==> src/pkg/afepgs_regs.svh <==
/*
 * Offsets, field positions, reset values and timing counts of the phase,
 * gain and status/communication register bank.
 * Assumes inclusion by bare name from the package and the design modules.
 */
`ifndef AFEPGS_REGS_SVH
`define AFEPGS_REGS_SVH

// ====================================================================
// register offsets (5-bit serial register address)
`define AFEPGS_ADDR_PHASE 5'h0a
`define AFEPGS_ADDR_GAIN 5'h0b
`define AFEPGS_ADDR_STATUS 5'h0c
`define AFEPGS_ADDR_CHAN_LAST 5'h07
`define AFEPGS_ADDR_TYPE2_FIRST 5'h08
`define AFEPGS_ADDR_WR_FIRST 5'h09
`define AFEPGS_ADDR_MAP_LAST 5'h1f
`define AFEPGS_GROUP_MASK 5'h18

// ====================================================================
// field positions
`define AFEPGS_PHASE_HI_LSB 12
`define AFEPGS_CTRL_LSB 12
`define AFEPGS_GAIN_BITS 3

// ====================================================================
// reset values and masks
`define AFEPGS_PHASE_RESET 24'h000000
`define AFEPGS_GAIN_RESET 24'h000000
`define AFEPGS_CTRL_RESET 12'ha90
`define AFEPGS_FLAGS_RESET 8'hff
`define AFEPGS_UNLOCK_KEY 8'ha5
`define AFEPGS_CRC_POLY 16'h8005
`define AFEPGS_CRC_SEED 16'h0000
`define AFEPGS_GAIN_MAX_CODE 3'h5

// ====================================================================
// timing
`define AFEPGS_CLK_MHZ 20
`define AFEPGS_READY_LOW_NS 100
`define AFEPGS_READY_LOW_CYC \
    ((`AFEPGS_READY_LOW_NS * `AFEPGS_CLK_MHZ + 999) / 1000)

`endif

==> src/pkg/afepgs_pkg.sv <==
/*
 * Types and the checksum step shared by the register bank modules.
 * Assumes afepgs_regs.svh is on the include path.
 */
package afepgs_pkg;
`include "afepgs_regs.svh"

    // ================================================================
    // configuration half of the status/communication register
    typedef struct packed {
        logic [1:0] readIncr;
        logic writeIncr;
        logic readyPinIdleDrive;
        logic readyPulseMerge;
        logic checksumWide;
        logic [1:0] dataWidth;
        logic transactionChecksumEnable;
        logic mapIntEnable;
        logic [1:0] reservedBits;
    } afepgs_ctrl_t;

    typedef struct packed {
        logic [11:0] pair23Delay;
        logic [11:0] pair01Delay;
    } afepgs_phase_t;

    typedef enum logic [1:0] {
        SPI_IDLE,
        SPI_CMD,
        SPI_DATA,
        SPI_TAIL
    } afepgs_spi_state_t;

    // ================================================================
    // one bit of the checksum shift
    function automatic logic [15:0] afepgs_crc_step(input logic [15:0] crc,
                                                   input logic bitIn);
        afepgs_crc_step = {crc[14:0], 1'b0} ^
            ((crc[15] ^ bitIn) ? `AFEPGS_CRC_POLY : 16'h0000);
    endfunction
endpackage

==> src/core/afepgs_ready_pin.sv <==
/*
 * Drives the active-low data-ready pin: a low pulse per ready event,
 * held low while the map checksum alarm stands, idle high or released.
 * Assumes events are one-cycle pulses on clk.
 */
`include "afepgs_regs.svh"

module afepgs_ready_pin #(
    parameter int LOW_CYCLES = `AFEPGS_READY_LOW_CYC
) (
    // clock and reset
    input wire logic clk,
    input wire logic arst_n,
    // control
    input wire logic readyEvent,
    input wire logic idleDrive,
    input wire logic alarmHold,
    // pin
    output logic readyPinN,
    output logic readyPinOe
);
    import afepgs_pkg::*;

    logic [7:0] lowCount;
    logic pulsing;

    // ================================================================
    // pulse timer
    assign pulsing = (lowCount != 8'h00);

    always_ff @(posedge clk or negedge arst_n) begin
        if (!arst_n) begin
            lowCount <= 8'h00;
        end else if (readyEvent) begin
            lowCount <= 8'(LOW_CYCLES);
        end else if (pulsing) begin
            lowCount <= lowCount - 8'h01;
        end
    end

    // ================================================================
    // pin drive
    always_ff @(posedge clk or negedge arst_n) begin
        if (!arst_n) begin
            readyPinN <= 1'b1;
            readyPinOe <= 1'b0;
        end else if (alarmHold || readyEvent || pulsing) begin
            readyPinN <= 1'b0;
            readyPinOe <= 1'b1;
        end else begin
            readyPinN <= 1'b1;
            readyPinOe <= idleDrive;
        end
    end
endmodule

==> src/core/afepgs_top.sv <==
/*
 * Phase, gain and status/communication register bank of an eight-channel
 * converter front end, reached over the serial port (mode 0,0 or 1,1).
 * Assumes: serial pins are asynchronous and slow against clk (at least
 * four clk periods per serial half period); converter pulses, data,
 * active mask, map checksum error and lock writes are on clk.
 */
`include "afepgs_regs.svh"

module afepgs_top (
    // clock and reset
    input wire logic clk,
    input wire logic arst_n,
    // serial port
    input wire logic spiCsN,
    input wire logic spiSck,
    input wire logic spiSdi,
    output logic spiSdo,
    output logic spiSdoOe,
    // data-ready pin
    output logic readyPinN,
    output logic readyPinOe,
    // converter side
    input wire logic [7:0][23:0] chanData,
    input wire logic [7:0] chanPulse,
    input wire logic [7:0] activeMask,
    output logic [7:0] chanRestart,
    output afepgs_pkg::afepgs_phase_t phaseDelay,
    output logic [7:0][2:0] gainShift,
    output afepgs_pkg::afepgs_ctrl_t commCtrl,
    // map checksum and lock
    input wire logic mapChecksumError,
    input wire logic lockWrite,
    input wire logic [7:0] lockValue,
    output logic [15:0] mapChecksumValue,
    output logic mapAlarm
);
    import afepgs_pkg::*;

    // ================================================================
    // declarations
    logic [1:0] csSync, sckSync, sdiSync;
    logic sckPrev, sckRise, sckFall, csActive, sdiBit;
    afepgs_spi_state_t spiState;
    logic [5:0] bitCnt, wordLen;
    logic [31:0] rxShift, txShift;
    logic [4:0] curAddr;
    logic isRead, loadWord, loadCrc;
    logic [15:0] txnCrc;
    logic wrPulse, rdStatus;
    logic [4:0] wrAddr;
    logic [23:0] wrData;
    logic [23:0] gainReg;
    logic [7:0] readyFlags;
    logic [7:0][23:0] chanLatch;
    logic [7:0] mergePending;
    logic [7:0] next_pending;
    logic mergedFire, readyEvent;
    logic [7:0] eventMask;
    logic [31:0] wordValue;
    logic [5:0] addrLen;
    logic [15:0] next_mapCrc;

    // ================================================================
    // serial pin synchronisers
    always_ff @(posedge clk or negedge arst_n) begin
        if (!arst_n) begin
            csSync <= 2'h3;
            sckSync <= 2'h0;
            sdiSync <= 2'h0;
        end else begin
            csSync <= {csSync[0], spiCsN};
            sckSync <= {sckSync[0], spiSck};
            sdiSync <= {sdiSync[0], spiSdi};
        end
    end

    always_ff @(posedge clk or negedge arst_n) begin
        if (!arst_n) begin
            sckPrev <= 1'b0;
        end else begin
            sckPrev <= sckSync[1];
        end
    end

    assign csActive = !csSync[1];
    assign sdiBit = sdiSync[1];
    assign sckRise = csActive && sckSync[1] && !sckPrev;
    assign sckFall = csActive && !sckSync[1] && sckPrev;

    // ================================================================
    // address walk
    function automatic logic [4:0] next_addr(input logic [4:0] a,
                                             input logic rd);
        logic [4:0] lo, hi;
        lo = 5'h00;
        hi = `AFEPGS_ADDR_MAP_LAST;
        if (!rd) begin
            lo = `AFEPGS_ADDR_WR_FIRST;
            if (!commCtrl.writeIncr) begin
                hi = a;
                lo = a;
            end
        end else begin
            case (commCtrl.readIncr)
                2'b11: begin
                    lo = 5'h00;
                end
                2'b10: begin
                    if (a <= `AFEPGS_ADDR_CHAN_LAST) begin
                        hi = `AFEPGS_ADDR_CHAN_LAST;
                    end else begin
                        lo = `AFEPGS_ADDR_TYPE2_FIRST;
                    end
                end
                2'b01: begin
                    lo = a & `AFEPGS_GROUP_MASK;
                    hi = lo | ~`AFEPGS_GROUP_MASK;
                end
                default: begin
                    lo = a;
                    hi = a;
                end
            endcase
        end
        next_addr = (a >= hi || a < lo) ? lo : a + 5'h01;
    endfunction

    // ================================================================
    // read word, left aligned, and its length
    always_comb begin
        logic [23:0] d;
        logic [16:0] rounded;
        d = chanLatch[curAddr[2:0]];
        rounded = {1'b0, d[23:8]} + {16'h0000, d[7]};
        wordValue = 32'h00000000;
        addrLen = 6'd24;
        if (curAddr <= `AFEPGS_ADDR_CHAN_LAST) begin
            case (commCtrl.dataWidth)
                2'b11: begin
                    wordValue = {{8{d[23]}}, d};
                    addrLen = 6'd32;
                end
                2'b10: begin
                    wordValue = {d, 8'h00};
                    addrLen = 6'd32;
                end
                2'b01: begin
                    wordValue = {d, 8'h00};
                end
                default: begin
                    // saturate where rounding would flip the sign
                    wordValue[31:16] = (!d[23] && rounded[15]) ?
                        16'h7fff : rounded[15:0];
                    addrLen = 6'd16;
                end
            endcase
        end else if (curAddr == `AFEPGS_ADDR_PHASE) begin
            wordValue = {phaseDelay, 8'h00};
        end else if (curAddr == `AFEPGS_ADDR_GAIN) begin
            wordValue = {gainReg, 8'h00};
        end else if (curAddr == `AFEPGS_ADDR_STATUS) begin
            wordValue = {commCtrl, 4'h0, readyFlags, 8'h00};
        end
    end

    // ================================================================
    // serial engine
    always_ff @(posedge clk or negedge arst_n) begin
        if (!arst_n) begin
            spiState <= SPI_IDLE;
            bitCnt <= 6'd0;
            wordLen <= 6'd24;
            rxShift <= 32'h00000000;
            txShift <= 32'h00000000;
            curAddr <= 5'h00;
            isRead <= 1'b0;
            loadWord <= 1'b0;
            loadCrc <= 1'b0;
            txnCrc <= `AFEPGS_CRC_SEED;
            wrPulse <= 1'b0;
            wrAddr <= 5'h00;
            wrData <= 24'h000000;
            rdStatus <= 1'b0;
        end else begin
            wrPulse <= 1'b0;
            rdStatus <= 1'b0;
            if (!csActive) begin
                spiState <= SPI_IDLE;
                loadWord <= 1'b0;
                loadCrc <= 1'b0;
                txShift <= 32'h00000000;
            end else if (spiState == SPI_IDLE) begin
                spiState <= SPI_CMD;
                bitCnt <= 6'd0;
                txnCrc <= `AFEPGS_CRC_SEED;
            end else if (sckRise) begin
                rxShift <= {rxShift[30:0], sdiBit};
                bitCnt <= bitCnt + 6'd1;
                if (spiState != SPI_TAIL) begin
                    txnCrc <= afepgs_crc_step(txnCrc,
                        (isRead && spiState == SPI_DATA) ?
                        txShift[31] : sdiBit);
                end
                if (spiState == SPI_CMD && bitCnt == 6'd7) begin
                    // command: two device bits, five address, read flag
                    curAddr <= rxShift[4:0];
                    isRead <= sdiBit;
                    loadWord <= sdiBit;
                    spiState <= SPI_DATA;
                    bitCnt <= 6'd0;
                end else if (spiState == SPI_DATA &&
                             bitCnt == wordLen - 6'd1) begin
                    bitCnt <= 6'd0;
                    if (!isRead) begin
                        wrPulse <= 1'b1;
                        wrAddr <= curAddr;
                        wrData <= {rxShift[22:0], sdiBit};
                    end
                    if (commCtrl.transactionChecksumEnable) begin
                        spiState <= SPI_TAIL;
                        loadCrc <= 1'b1;
                    end else begin
                        curAddr <= next_addr(curAddr, isRead);
                        loadWord <= isRead;
                    end
                end
            end else if (sckFall) begin
                if (loadWord) begin
                    txShift <= wordValue;
                    wordLen <= addrLen;
                    loadWord <= 1'b0;
                    rdStatus <= (curAddr == `AFEPGS_ADDR_STATUS);
                end else if (loadCrc) begin
                    // checksum then 16 zeros, narrow or wide alike; checksumWide is not used
                    txShift <= {txnCrc, 16'h0000};
                    loadCrc <= 1'b0;
                end else begin
                    txShift <= {txShift[30:0], 1'b0};
                end
            end
            // reads set their own length at the word load
            if (spiState == SPI_CMD) begin
                wordLen <= 6'd24;
            end
        end
    end

    always_ff @(posedge clk or negedge arst_n) begin
        if (!arst_n) begin
            spiSdo <= 1'b0;
            spiSdoOe <= 1'b0;
        end else begin
            spiSdo <= txShift[31];
            spiSdoOe <= csActive;
        end
    end

    // ================================================================
    // writable registers
    always_ff @(posedge clk or negedge arst_n) begin
        if (!arst_n) begin
            phaseDelay <= `AFEPGS_PHASE_RESET;
            gainReg <= `AFEPGS_GAIN_RESET;
            commCtrl <= `AFEPGS_CTRL_RESET;
        end else if (wrPulse) begin
            case (wrAddr)
                `AFEPGS_ADDR_PHASE: begin
                    phaseDelay <= wrData;
                end
                `AFEPGS_ADDR_GAIN: begin
                    gainReg <= wrData;
                end
                `AFEPGS_ADDR_STATUS: begin
                    // reserved pair stored as written; host keeps it zero
                    commCtrl <= wrData[23:`AFEPGS_CTRL_LSB];
                end
                default: begin
                end
            endcase
        end
    end

    always_ff @(posedge clk or negedge arst_n) begin
        if (!arst_n) begin
            chanRestart <= 8'h00;
        end else begin
            chanRestart <= (wrPulse && wrAddr == `AFEPGS_ADDR_PHASE) ?
                activeMask : 8'h00;
        end
    end

    // ================================================================
    // gain decode: shift amount is log2 of the gain
    for (genvar ch = 0; ch < 8; ch++) begin : g_gain
        logic [2:0] code;
        assign code = gainReg[ch*`AFEPGS_GAIN_BITS +: `AFEPGS_GAIN_BITS];
        always_ff @(posedge clk or negedge arst_n) begin
            if (!arst_n) begin
                gainShift[ch] <= 3'h0;
            end else if (code > `AFEPGS_GAIN_MAX_CODE) begin
                gainShift[ch] <= 3'h0;
            end else begin
                gainShift[ch] <= code;
            end
        end
    end

    // ================================================================
    // ready events and channel data latching
    always_comb begin
        next_pending = mergePending | chanPulse;
        mergedFire = (|chanPulse) && (activeMask != 8'h00) &&
            ((next_pending & activeMask) == activeMask);
        if (commCtrl.readyPulseMerge) begin
            eventMask = mergedFire ? activeMask : 8'h00;
            readyEvent = mergedFire;
        end else begin
            eventMask = chanPulse;
            readyEvent = |chanPulse;
        end
    end

    always_ff @(posedge clk or negedge arst_n) begin
        if (!arst_n) begin
            mergePending <= 8'h00;
        end else if (!commCtrl.readyPulseMerge || mergedFire) begin
            mergePending <= 8'h00;
        end else begin
            mergePending <= next_pending;
        end
    end

    for (genvar ch = 0; ch < 8; ch++) begin : g_latch
        always_ff @(posedge clk or negedge arst_n) begin
            if (!arst_n) begin
                chanLatch[ch] <= 24'h000000;
            end else if (commCtrl.readyPulseMerge ? mergedFire
                         : chanPulse[ch]) begin
                chanLatch[ch] <= chanData[ch];
            end
        end
    end

    // a fresh event wins over the clear of a status read
    always_ff @(posedge clk or negedge arst_n) begin
        if (!arst_n) begin
            readyFlags <= `AFEPGS_FLAGS_RESET;
        end else begin
            readyFlags <= (readyFlags | {8{rdStatus}}) & ~eventMask;
        end
    end

    // ================================================================
    // map checksum and alarm
    always_comb begin
        logic [71:0] image;
        image = {phaseDelay, gainReg, commCtrl, 12'h000};
        next_mapCrc = `AFEPGS_CRC_SEED;
        for (int i = 71; i >= 0; i--) begin
            next_mapCrc = afepgs_crc_step(next_mapCrc, image[i]);
        end
    end

    always_ff @(posedge clk or negedge arst_n) begin
        if (!arst_n) begin
            mapChecksumValue <= `AFEPGS_CRC_SEED;
        end else begin
            mapChecksumValue <= next_mapCrc;
        end
    end

    // error sets win over the key release in the same cycle
    always_ff @(posedge clk or negedge arst_n) begin
        if (!arst_n) begin
            mapAlarm <= 1'b0;
        end else if (mapChecksumError && commCtrl.mapIntEnable) begin
            mapAlarm <= 1'b1;
        end else if (lockWrite && lockValue == `AFEPGS_UNLOCK_KEY) begin
            mapAlarm <= 1'b0;
        end
    end

    // ================================================================
    // data-ready pin
    afepgs_ready_pin u_ready_pin (
        .clk(clk),
        .arst_n(arst_n),
        .readyEvent(readyEvent),
        .idleDrive(commCtrl.readyPinIdleDrive),
        .alarmHold(mapAlarm),
        .readyPinN(readyPinN),
        .readyPinOe(readyPinOe)
    );
endmodule

==> config.mk <==
export PLATFORM = sky130hd
export DESIGN_NAME = afepgs_top
export DESIGN_NICKNAME = d
export VERILOG_FILES = /design/src/pkg/afepgs_pkg.sv /design/src/core/afepgs_ready_pin.sv /design/src/core/afepgs_top.sv
export VERILOG_INCLUDE_DIRS = /design/src /design/src/pkg
export SDC_FILE = /design/constraint.sdc
export NUM_CORES = 1
export LEC_CHECK = 0
export BUFFER_PORTS_ARGS = -buffer_cell sky130_fd_sc_hd__buf_2
export CELL_PAD_IN_SITES_DETAIL_PLACEMENT = 0
export CELL_PAD_IN_SITES_GLOBAL_PLACEMENT = 2
export CORE_UTILIZATION = 39
export CTS_CLUSTER_DIAMETER = 60
export DETAILED_ROUTE_END_ITERATION = 10
export PLACE_DENSITY = 0.79
export SETUP_SLACK_MARGIN = 0.5
export SYNTH_ARGS = -nofsm -noshare
export SYNTH_HDL_FRONTEND = slang
export SYNTH_SLANG_ARGS = --single-unit
==> constraint.sdc <==
create_clock -name clk -period 4.5 [get_ports clk]
set_clock_uncertainty 0.15 [all_clocks]
set_input_delay 0.675 -clock clk [delete_from_list [all_inputs] [get_ports clk]]
set_output_delay 0.675 -clock clk [all_outputs]
set_load 0.05 [all_outputs]
==> impl_results.md, run 1 <==
* Slowest CP cell: dfrtp_2
* Crit Path Max Fanout at 23
* Largest cells by area after synthesis: dfrtp_1 (50%), mux2_2 (17%), mux4_2 (4.9%)
* Placed cells at 2727
* Vias at 15200
* Routed Antenna Nets at 0
* Fin cells at 2826
* Cell depth of the worst flop-to-flop path at 11
* Vias per cell at 5.378
* Hold_buf cts at 0
* Slew @ Worst Pin at 1.050 ns
* Clk buf depth at 3
* Net Sw Frac at 0.2290
* Final min period at 3.763 ns
* Hold Vio Cnt, Final at 18
* CTS H-tree depth at 2
* Synth cell count leaders: dfrtp_1 (440), mux2_2 (324), nand2_1 (139)
* Combinational power share at 0.072
* First-pass GRT wire length at 99680 um
* Sequential Power Share at 0.464
* IO Pins at 312
* LEAKAGE at 12.03 nW
* CP peak stage delay at 0.72 ns
* Hpwl dp at 48500 um
* Max Cap Viol at 0
* Most frequent cell after synthesis: dfrtp_1
* Cell Int Power at 7.388 mW
* Mean Syn Cell Area at 12.76 sq um
* Worst-path clk slew at 0.06 ns
* Global route total overflow at 0
* NumNets Final at 2277
* Mean routed wirelength per cell at 23.39 um
* Layout area overhead at 20.12%
* Post-synth EDFFs at 0
* Clock power share at 0.464
* 1st-pass router iterations at 5
* PwrDens at 361.3 nW/um^2
* CTS sink count at 457
* WP buf/inv at 1
* CP top delay family: compound AO/OA/AOI/OAI gates
* Die Span Y at 239.9 um
* Synthesized area at 22080 sq um
* Synth warn at 0
* Cells after Synth at 1730
* Max_slew headroom at 0.2982
* Final Setup Violations at 0
* Sequential area share after synthesis at 0.5189
* Aggregate routed wire length at 66110 um
* Synth area leader: dfrtp_1
* Worst Path Required at 4.87 ns
* Max Transition Viols Final at 0
* Critical Path AT at 4.14 ns
* Critical register-to-register path startpoint: curAddr[1]$_DFFE_PN0P_
* FILL cells at 5072
* Synth top area share at 0.4987
* DR iter-0 viols at 971
* RSZ-0062 raised after global routing: no
* Slack of the worst reg-to-reg path at 0.74 ns
* CTS tree: yes
* Worst path cell trace: mux4_2 > mux2_2 > ha_1 > a21boi_1 > nand3_1 > nor4_2 > a41oi_1 > buf_4 > and2_1 > o41ai_1 > a32o_1
* R2r endpoint: txShift[21]$_DFFE_PN0P_
* #FFs+latches synth at 457
* Status: finished, violations left
* Largest net degree at the start of global routing at 101
* Fmax at 0.2658 GHz
* Failing checks: negative hold slack
* TNS Setup at 0 ns
* IO Port Bufs at 311
* Post-Syn Nets at 1974
* Final period util at 0.8361
* Root Driver: clkbuf_16
* Tot GR Track Use at 0.2333
* Placer Congestion at 0.8669
* Rows at 86
* Hold crit path type: in -> async
* Post-DP Area at 24670 sq um
* Initial Util at 0.3976
* Die Span X at 239.9 um
* Worst setup EP type: flop
* P_sw at 2.194 mW
* Main synth FF type: dfrtp_1
* Vias in the first global route at 15760
* Initial antenna violation count at 4
* Total CTS buffers at 51
* Worst-Skew Late Latency at 0.60 ns
* Design Area, Final at 26520 sq um
* Final hold slack at -0.04140 ns
* Worst setup path class: reg -> reg
* IR drop worst, VDD at 293.2 uV
* # DRC at 0
* FFs w/ async S/R, synth at 1.000
* Layout cells sized above 1 at 0.4151
* Synth cell types at 66
* Core Box Area at 55520 sq um
* Die area at 57570 sq um
* Crit start category: flop
how the worst max path moves through the flow:
stage,cells past startpoint,slack [ns],start,to
floorplan,16,0.53,curAddr[0]$_DFFE_PN0P_,txShift[29]$_DFFE_PN0P_
global placement,11,0.79,curAddr[0]$_DFFE_PN0P_,txShift[21]$_DFFE_PN0P_
detailed placement,11,0.70,curAddr[0]$_DFFE_PN0P_,txShift[21]$_DFFE_PN0P_
CTS,11,0.67,curAddr[0]$_DFFE_PN0P_,txShift[21]$_DFFE_PN0P_
global route,11,0.50,curAddr[1]$_DFFE_PN0P_,txShift[21]$_DFFE_PN0P_
finish,11,0.74,curAddr[1]$_DFFE_PN0P_,txShift[21]$_DFFE_PN0P_
power groups by stage:
stage               Clock, mW  Combinational [mW]  Sequential [mW]
finish                   4.45               0.692             4.44
global route             4.70               0.758             4.46
CTS                      4.55               0.702             4.44
detailed placement          0               0.699             4.51
global placement            0               0.685             4.51
floorplan                   0               0.382             4.45
placed cells by master, fill, tap and decap left out, types with 13 or more instances in the layout:
| cell type | n |
|---|---|
| buf_4 | 37 |
| nor2_1 | 63 |
| ha_1 | 21 |
| xnor2_1 | 95 |
| clkbuf_1 | 13 |
| dfstp_2 | 17 |
| o21ai_0 | 60 |
| and2_1 | 14 |
| xor2_1 | 35 |
| nor2b_1 | 28 |
| o221ai_1 | 14 |
| mux2_2 | 324 |
| mux4_2 | 48 |
| buf_2 | 310 |
| mux2i_1 | 22 |
| nand3_1 | 15 |
| a22oi_1 | 52 |
| dfrtp_1 | 437 |
| clkbuf_16 | 52 |
| inv_1 | 16 |
| a221oi_1 | 14 |
| a21oi_1 | 31 |
| nand2_1 | 139 |
sequential cells by signal, summed over array words and instances, names as in the netlist, 16 cells and up:
| signal | cells |
|---|---|
| chanLatch | 192 |
| gainShift | 24 |
| mapChecksumValue | 16 |
| rxShift | 23 |
| txnCrc | 16 |
| txShift | 32 |
| gainReg | 24 |
| wrData | 24 |
| phaseDelay | 24 |
layer usage:
metal,part of all wire,track usage,up-vias
met5,0,0,-
met4,0.025,0.06775,0
met3,0.056,0.04524,98
met2,0.48,0.3829,424
met1,0.44,0.3134,7813
li1,-,-,6862
cells by family (layout without fill, tap and decap cells):
logic type	after synthesis	after routing	share of synthesized area
XOR/XNOR	155	155	0.07418
buffers and inverters	120	464	0.02193
adder cells (fa/ha/maj)	21	21	0.01190
AO/OA/AOI/OAI	257	257	0.07889
AND/OR/NAND/NOR	325	325	0.06948
multiplexers	395	395	0.2247
other	0	4	0
flip-flops	457	457	0.5189
final cells by class:
cell class	instances	area, sq um	share of cell area
Antenna cell	4	10.01	0.0003774
Clock buffer	77	1515	0.05713
Clock inverter	17	291.5	0.01099
Inverter	18	67.56	0.002548
Multi-Input combinational cell	1153	10310	0.3886
Sequential cell	457	11460	0.4322
Tap cell	748	935.9	0.03529
Timing Repair Buffer	352	1932	0.07284
timing repair:
| action | CTS | global route |
|---|---|---|
| resized for setup | 0 | 1 |
| endpoints found under the setup margin | 0 | 3 |
| setup buffers | 0 | 1 |
worst register-to-register path, cell delays in order (launching register included):
cell and delay [ns]:
dfrtp_2 0.72, mux4_2 0.32, mux2_2 0.22, ha_1 0.19, a21boi_1 0.34, nand3_1 0.21, nor4_2 0.40, a41oi_1 0.17
buf_4 0.22, and2_1 0.17, o41ai_1 0.39, a32o_1 0.21
stage by stage:
step	setup WS, ns	total power [mW]	utilization
6_report	0.7375	9.582	0.4777
5_1_grt	0.5021	9.926	0.4777
4_1_cts	0.6663	9.692	0.4768
3_5_place_dp	0.6989	5.211	0.4442
3_3_place_gp	0.7867	5.196	0.4442
2_1_floorplan	0.5266	4.831	-
No activity file was read; power rests on OpenSTA's default activity.
==> inputs of run 2 (changes only) <==
clock period = 3.5 ns   (was 4.5 ns; I/O delays follow)
==> run 2 against run 1 <==
The flow now finishes without violations. Die area did not move. Sequential share of layout area down 4.8 points. Fmax grew 19%. Cell area is 13% higher. Routed wire length increased by 6.7%. Cell count is 11% higher. Combinational power rose by 60%. Critical path depth is 2 higher. Sequential cell count did not move. Count of clock-buffer cells in the layout grew 3. Sequential power rose by 28%. Critical path type unchanged. Largest cell class unchanged.
==> impl_results.md, run 2 (synthesized netlist as in run 1, its figures left out) <==
* Max Transition Viols Final at 0
* Clk buf depth at 3
* Hold crit path type: in -> reg
* Met3 GRT Util at 0.04271
* Routed Antenna Nets at 0
* CTS H-tree depth at 2
* Worst setup EP type: flop
* Final WS setup at 0.3350 ns
* Placer Congestion at 0.8945
* Die area at 57570 sq um
* 1st-pass router iterations at 5
* Layout cells sized above 1 at 0.4452
* Worst-Skew Late Latency at 0.62 ns
* Vias per cell at 5.287
* IR drop worst, VDD at 405.3 uV
* CTS tree: yes
* Hpwl dp at 49540 um
* Commonest non-fill, non-tap cell in the layout: dfrtp_1
* Total CTS buffers at 53
* Aggregate routed wire length at 70550 um
* IO Pins at 312
* Status: complete, no violations
* Final period util at 0.9043
* Initial antenna violation count at 5
* Root Driver: clkbuf_16
* Vias at 16530
* Critical Path AT at 3.50 ns
* Final Setup Violations at 0
* Fmax at 0.3160 GHz
* Worst Path Required at 3.83 ns
* # DRC at 0
* LEAKAGE at 13.54 nW
* Die Span Y at 239.9 um
* Fin cells at 3127
* Final min period at 3.165 ns
* GR Layer Usage met2 at 0.4025
* Global route total overflow at 0
* Crit Path Max Fanout at 8
* Grt met1 use at 0.3196
* Slew @ Worst Pin at 0.9236 ns
* Max_slew headroom at 0.3843
* FILL cells at 4743
* Crit start category: flop
* PwrDens at 416.2 nW/um^2
* First-pass GRT wire length at 105100 um
* Commonest non-fill, non-tap cells in the layout: dfrtp_1 (425), mux2_2 (322), buf_2 (310)
* Layout area overhead at 35.24%
* Vias in the first global route at 17340
* GR peak layer: met2
* Worst setup path class: reg -> reg
* Placed cells at 2784
* NumNets Final at 2575
* Max Cap Viol at 0
* Largest net degree at the start of global routing at 81
* Largest register FFs at 192
* Initial Util at 0.3976
* DR iter-0 viols at 1094
* Hold Vio Cnt, Final at 0
* IO Port Bufs at 311
* Die Span X at 239.9 um
* Worst-path clk slew at 0.06 ns
* Rows at 86
* Mean routed wirelength per cell at 22.56 um
* Final hold slack at 0.01033 ns
* RSZ-0062 raised after global routing: yes
* CTS sink count at 457
* Largest reg by FF count: chanLatch
* Core Box Area at 55520 sq um
* Dpl ws at 0.1895 ns
* TNS Setup at 0 ns
* Tot GR Track Use at 0.2446
* Largest registers: chanLatch (192), txShift (32)
[run 2: cell types whose count changed in the layout (fill, tap and decap cells not counted), sizes merged]
| cell | change |
|---|---|
| bufinv | -4 |
| clkinv | +3 |
| clkbuf | +3 |
| dlygate4sd3 | +185 |
| diode | +1 |
| buf | +107 |
| a21oi | +4 |
| clkinvlp | +2 |
[run 2: worst max-delay path, stage by stage (launching register included)]
cell and delay, ns:
dfrtp_4 0.44, buf_12 0.16, mux4_2 0.50, mux2_4 0.32, ha_4 0.17, a21boi_4 0.14, nand3_4 0.10, nor4_4 0.05
a41oi_2 0.23, buf_4 0.16, buf_8 0.12, nand2_1 0.07, a311oi_1 0.31, o21ai_1 0.11
[run 2: path summary, 6_finish.rpt]
check,start,endpoint,slack [ns],depth (start not counted)
setup / recovery,curAddr[0]$_DFFE_PN0P_,txShift[29]$_DFFE_PN0P_,0.34,13
hold / removal,activeMask[6],readyFlags[6]$_DFF_PN1_,0.01,2
hold reg to reg,sdiSync[0]$_DFF_PN0_,sdiSync[1]$_DFF_PN0_,0.20,0
setup reg to reg,curAddr[0]$_DFFE_PN0P_,txShift[29]$_DFFE_PN0P_,0.34,13
max in group asynchronous,arst_n,readyFlags[0]$_DFF_PN1_,1.86,3
min in group asynchronous,arst_n,chanLatch[122]$_DFFE_PN0P_,0.41,2
[run 2: where the power goes]
part	total [mW]	internal, mW	switching (mW)
Combinational	1.11	0.616	0.499
Clock	5.61	3.31	2.30
Sequential	5.70	5.54	0.163
Total	12.4	9.46	2.97
[run 2: area by class of cell]
cell class / count / area [sq um] / share of cell area
diodes: 5 / 12.51 / 0.0004190
clock buffers: 80 / 1558 / 0.05217
clock inverters: 18 / 217.7 / 0.007291
inverters: 18 / 67.56 / 0.002263
multi-input cells: 1157 / 10860 / 0.3635
flip-flops and latches: 457 / 11480 / 0.3845
well taps: 748 / 935.9 / 0.03134
repair buffers: 644 / 4732 / 0.1585
[run 2: stage by stage]
step | cell area [sq um] | total power [mW] | util
2_1_floorplan | 22260 | 6.218 | -
3_3_place_gp | 25220 | 6.674 | 0.4543
3_5_place_dp | 25220 | 6.706 | 0.4543
4_1_cts | 29610 | 12.51 | 0.5333
5_1_grt | 29860 | 12.86 | 0.5378
6_report | 29860 | 12.43 | 0.5378
[run 2: repair_timing]
action,4_1_cts,5_1_grt
buffers inserted,43,5
resized for setup,67,37
pin swaps,31,23
hold buffers,185,0
setup endpoints to repair,26,128
endpoints found under the hold margin,254,0
cloned,3,4
[run 2: routing by layer]
| layer | vias to the layer above | wire [um] |
|---|---|---|
| li1 | 7463 | - |
| met1 | 8411 | 30160 |
| met2 | 536 | 33910 |
| met3 | 122 | 3968 |
| met4 | 0 | 2507 |
| met5 | - | 0 |
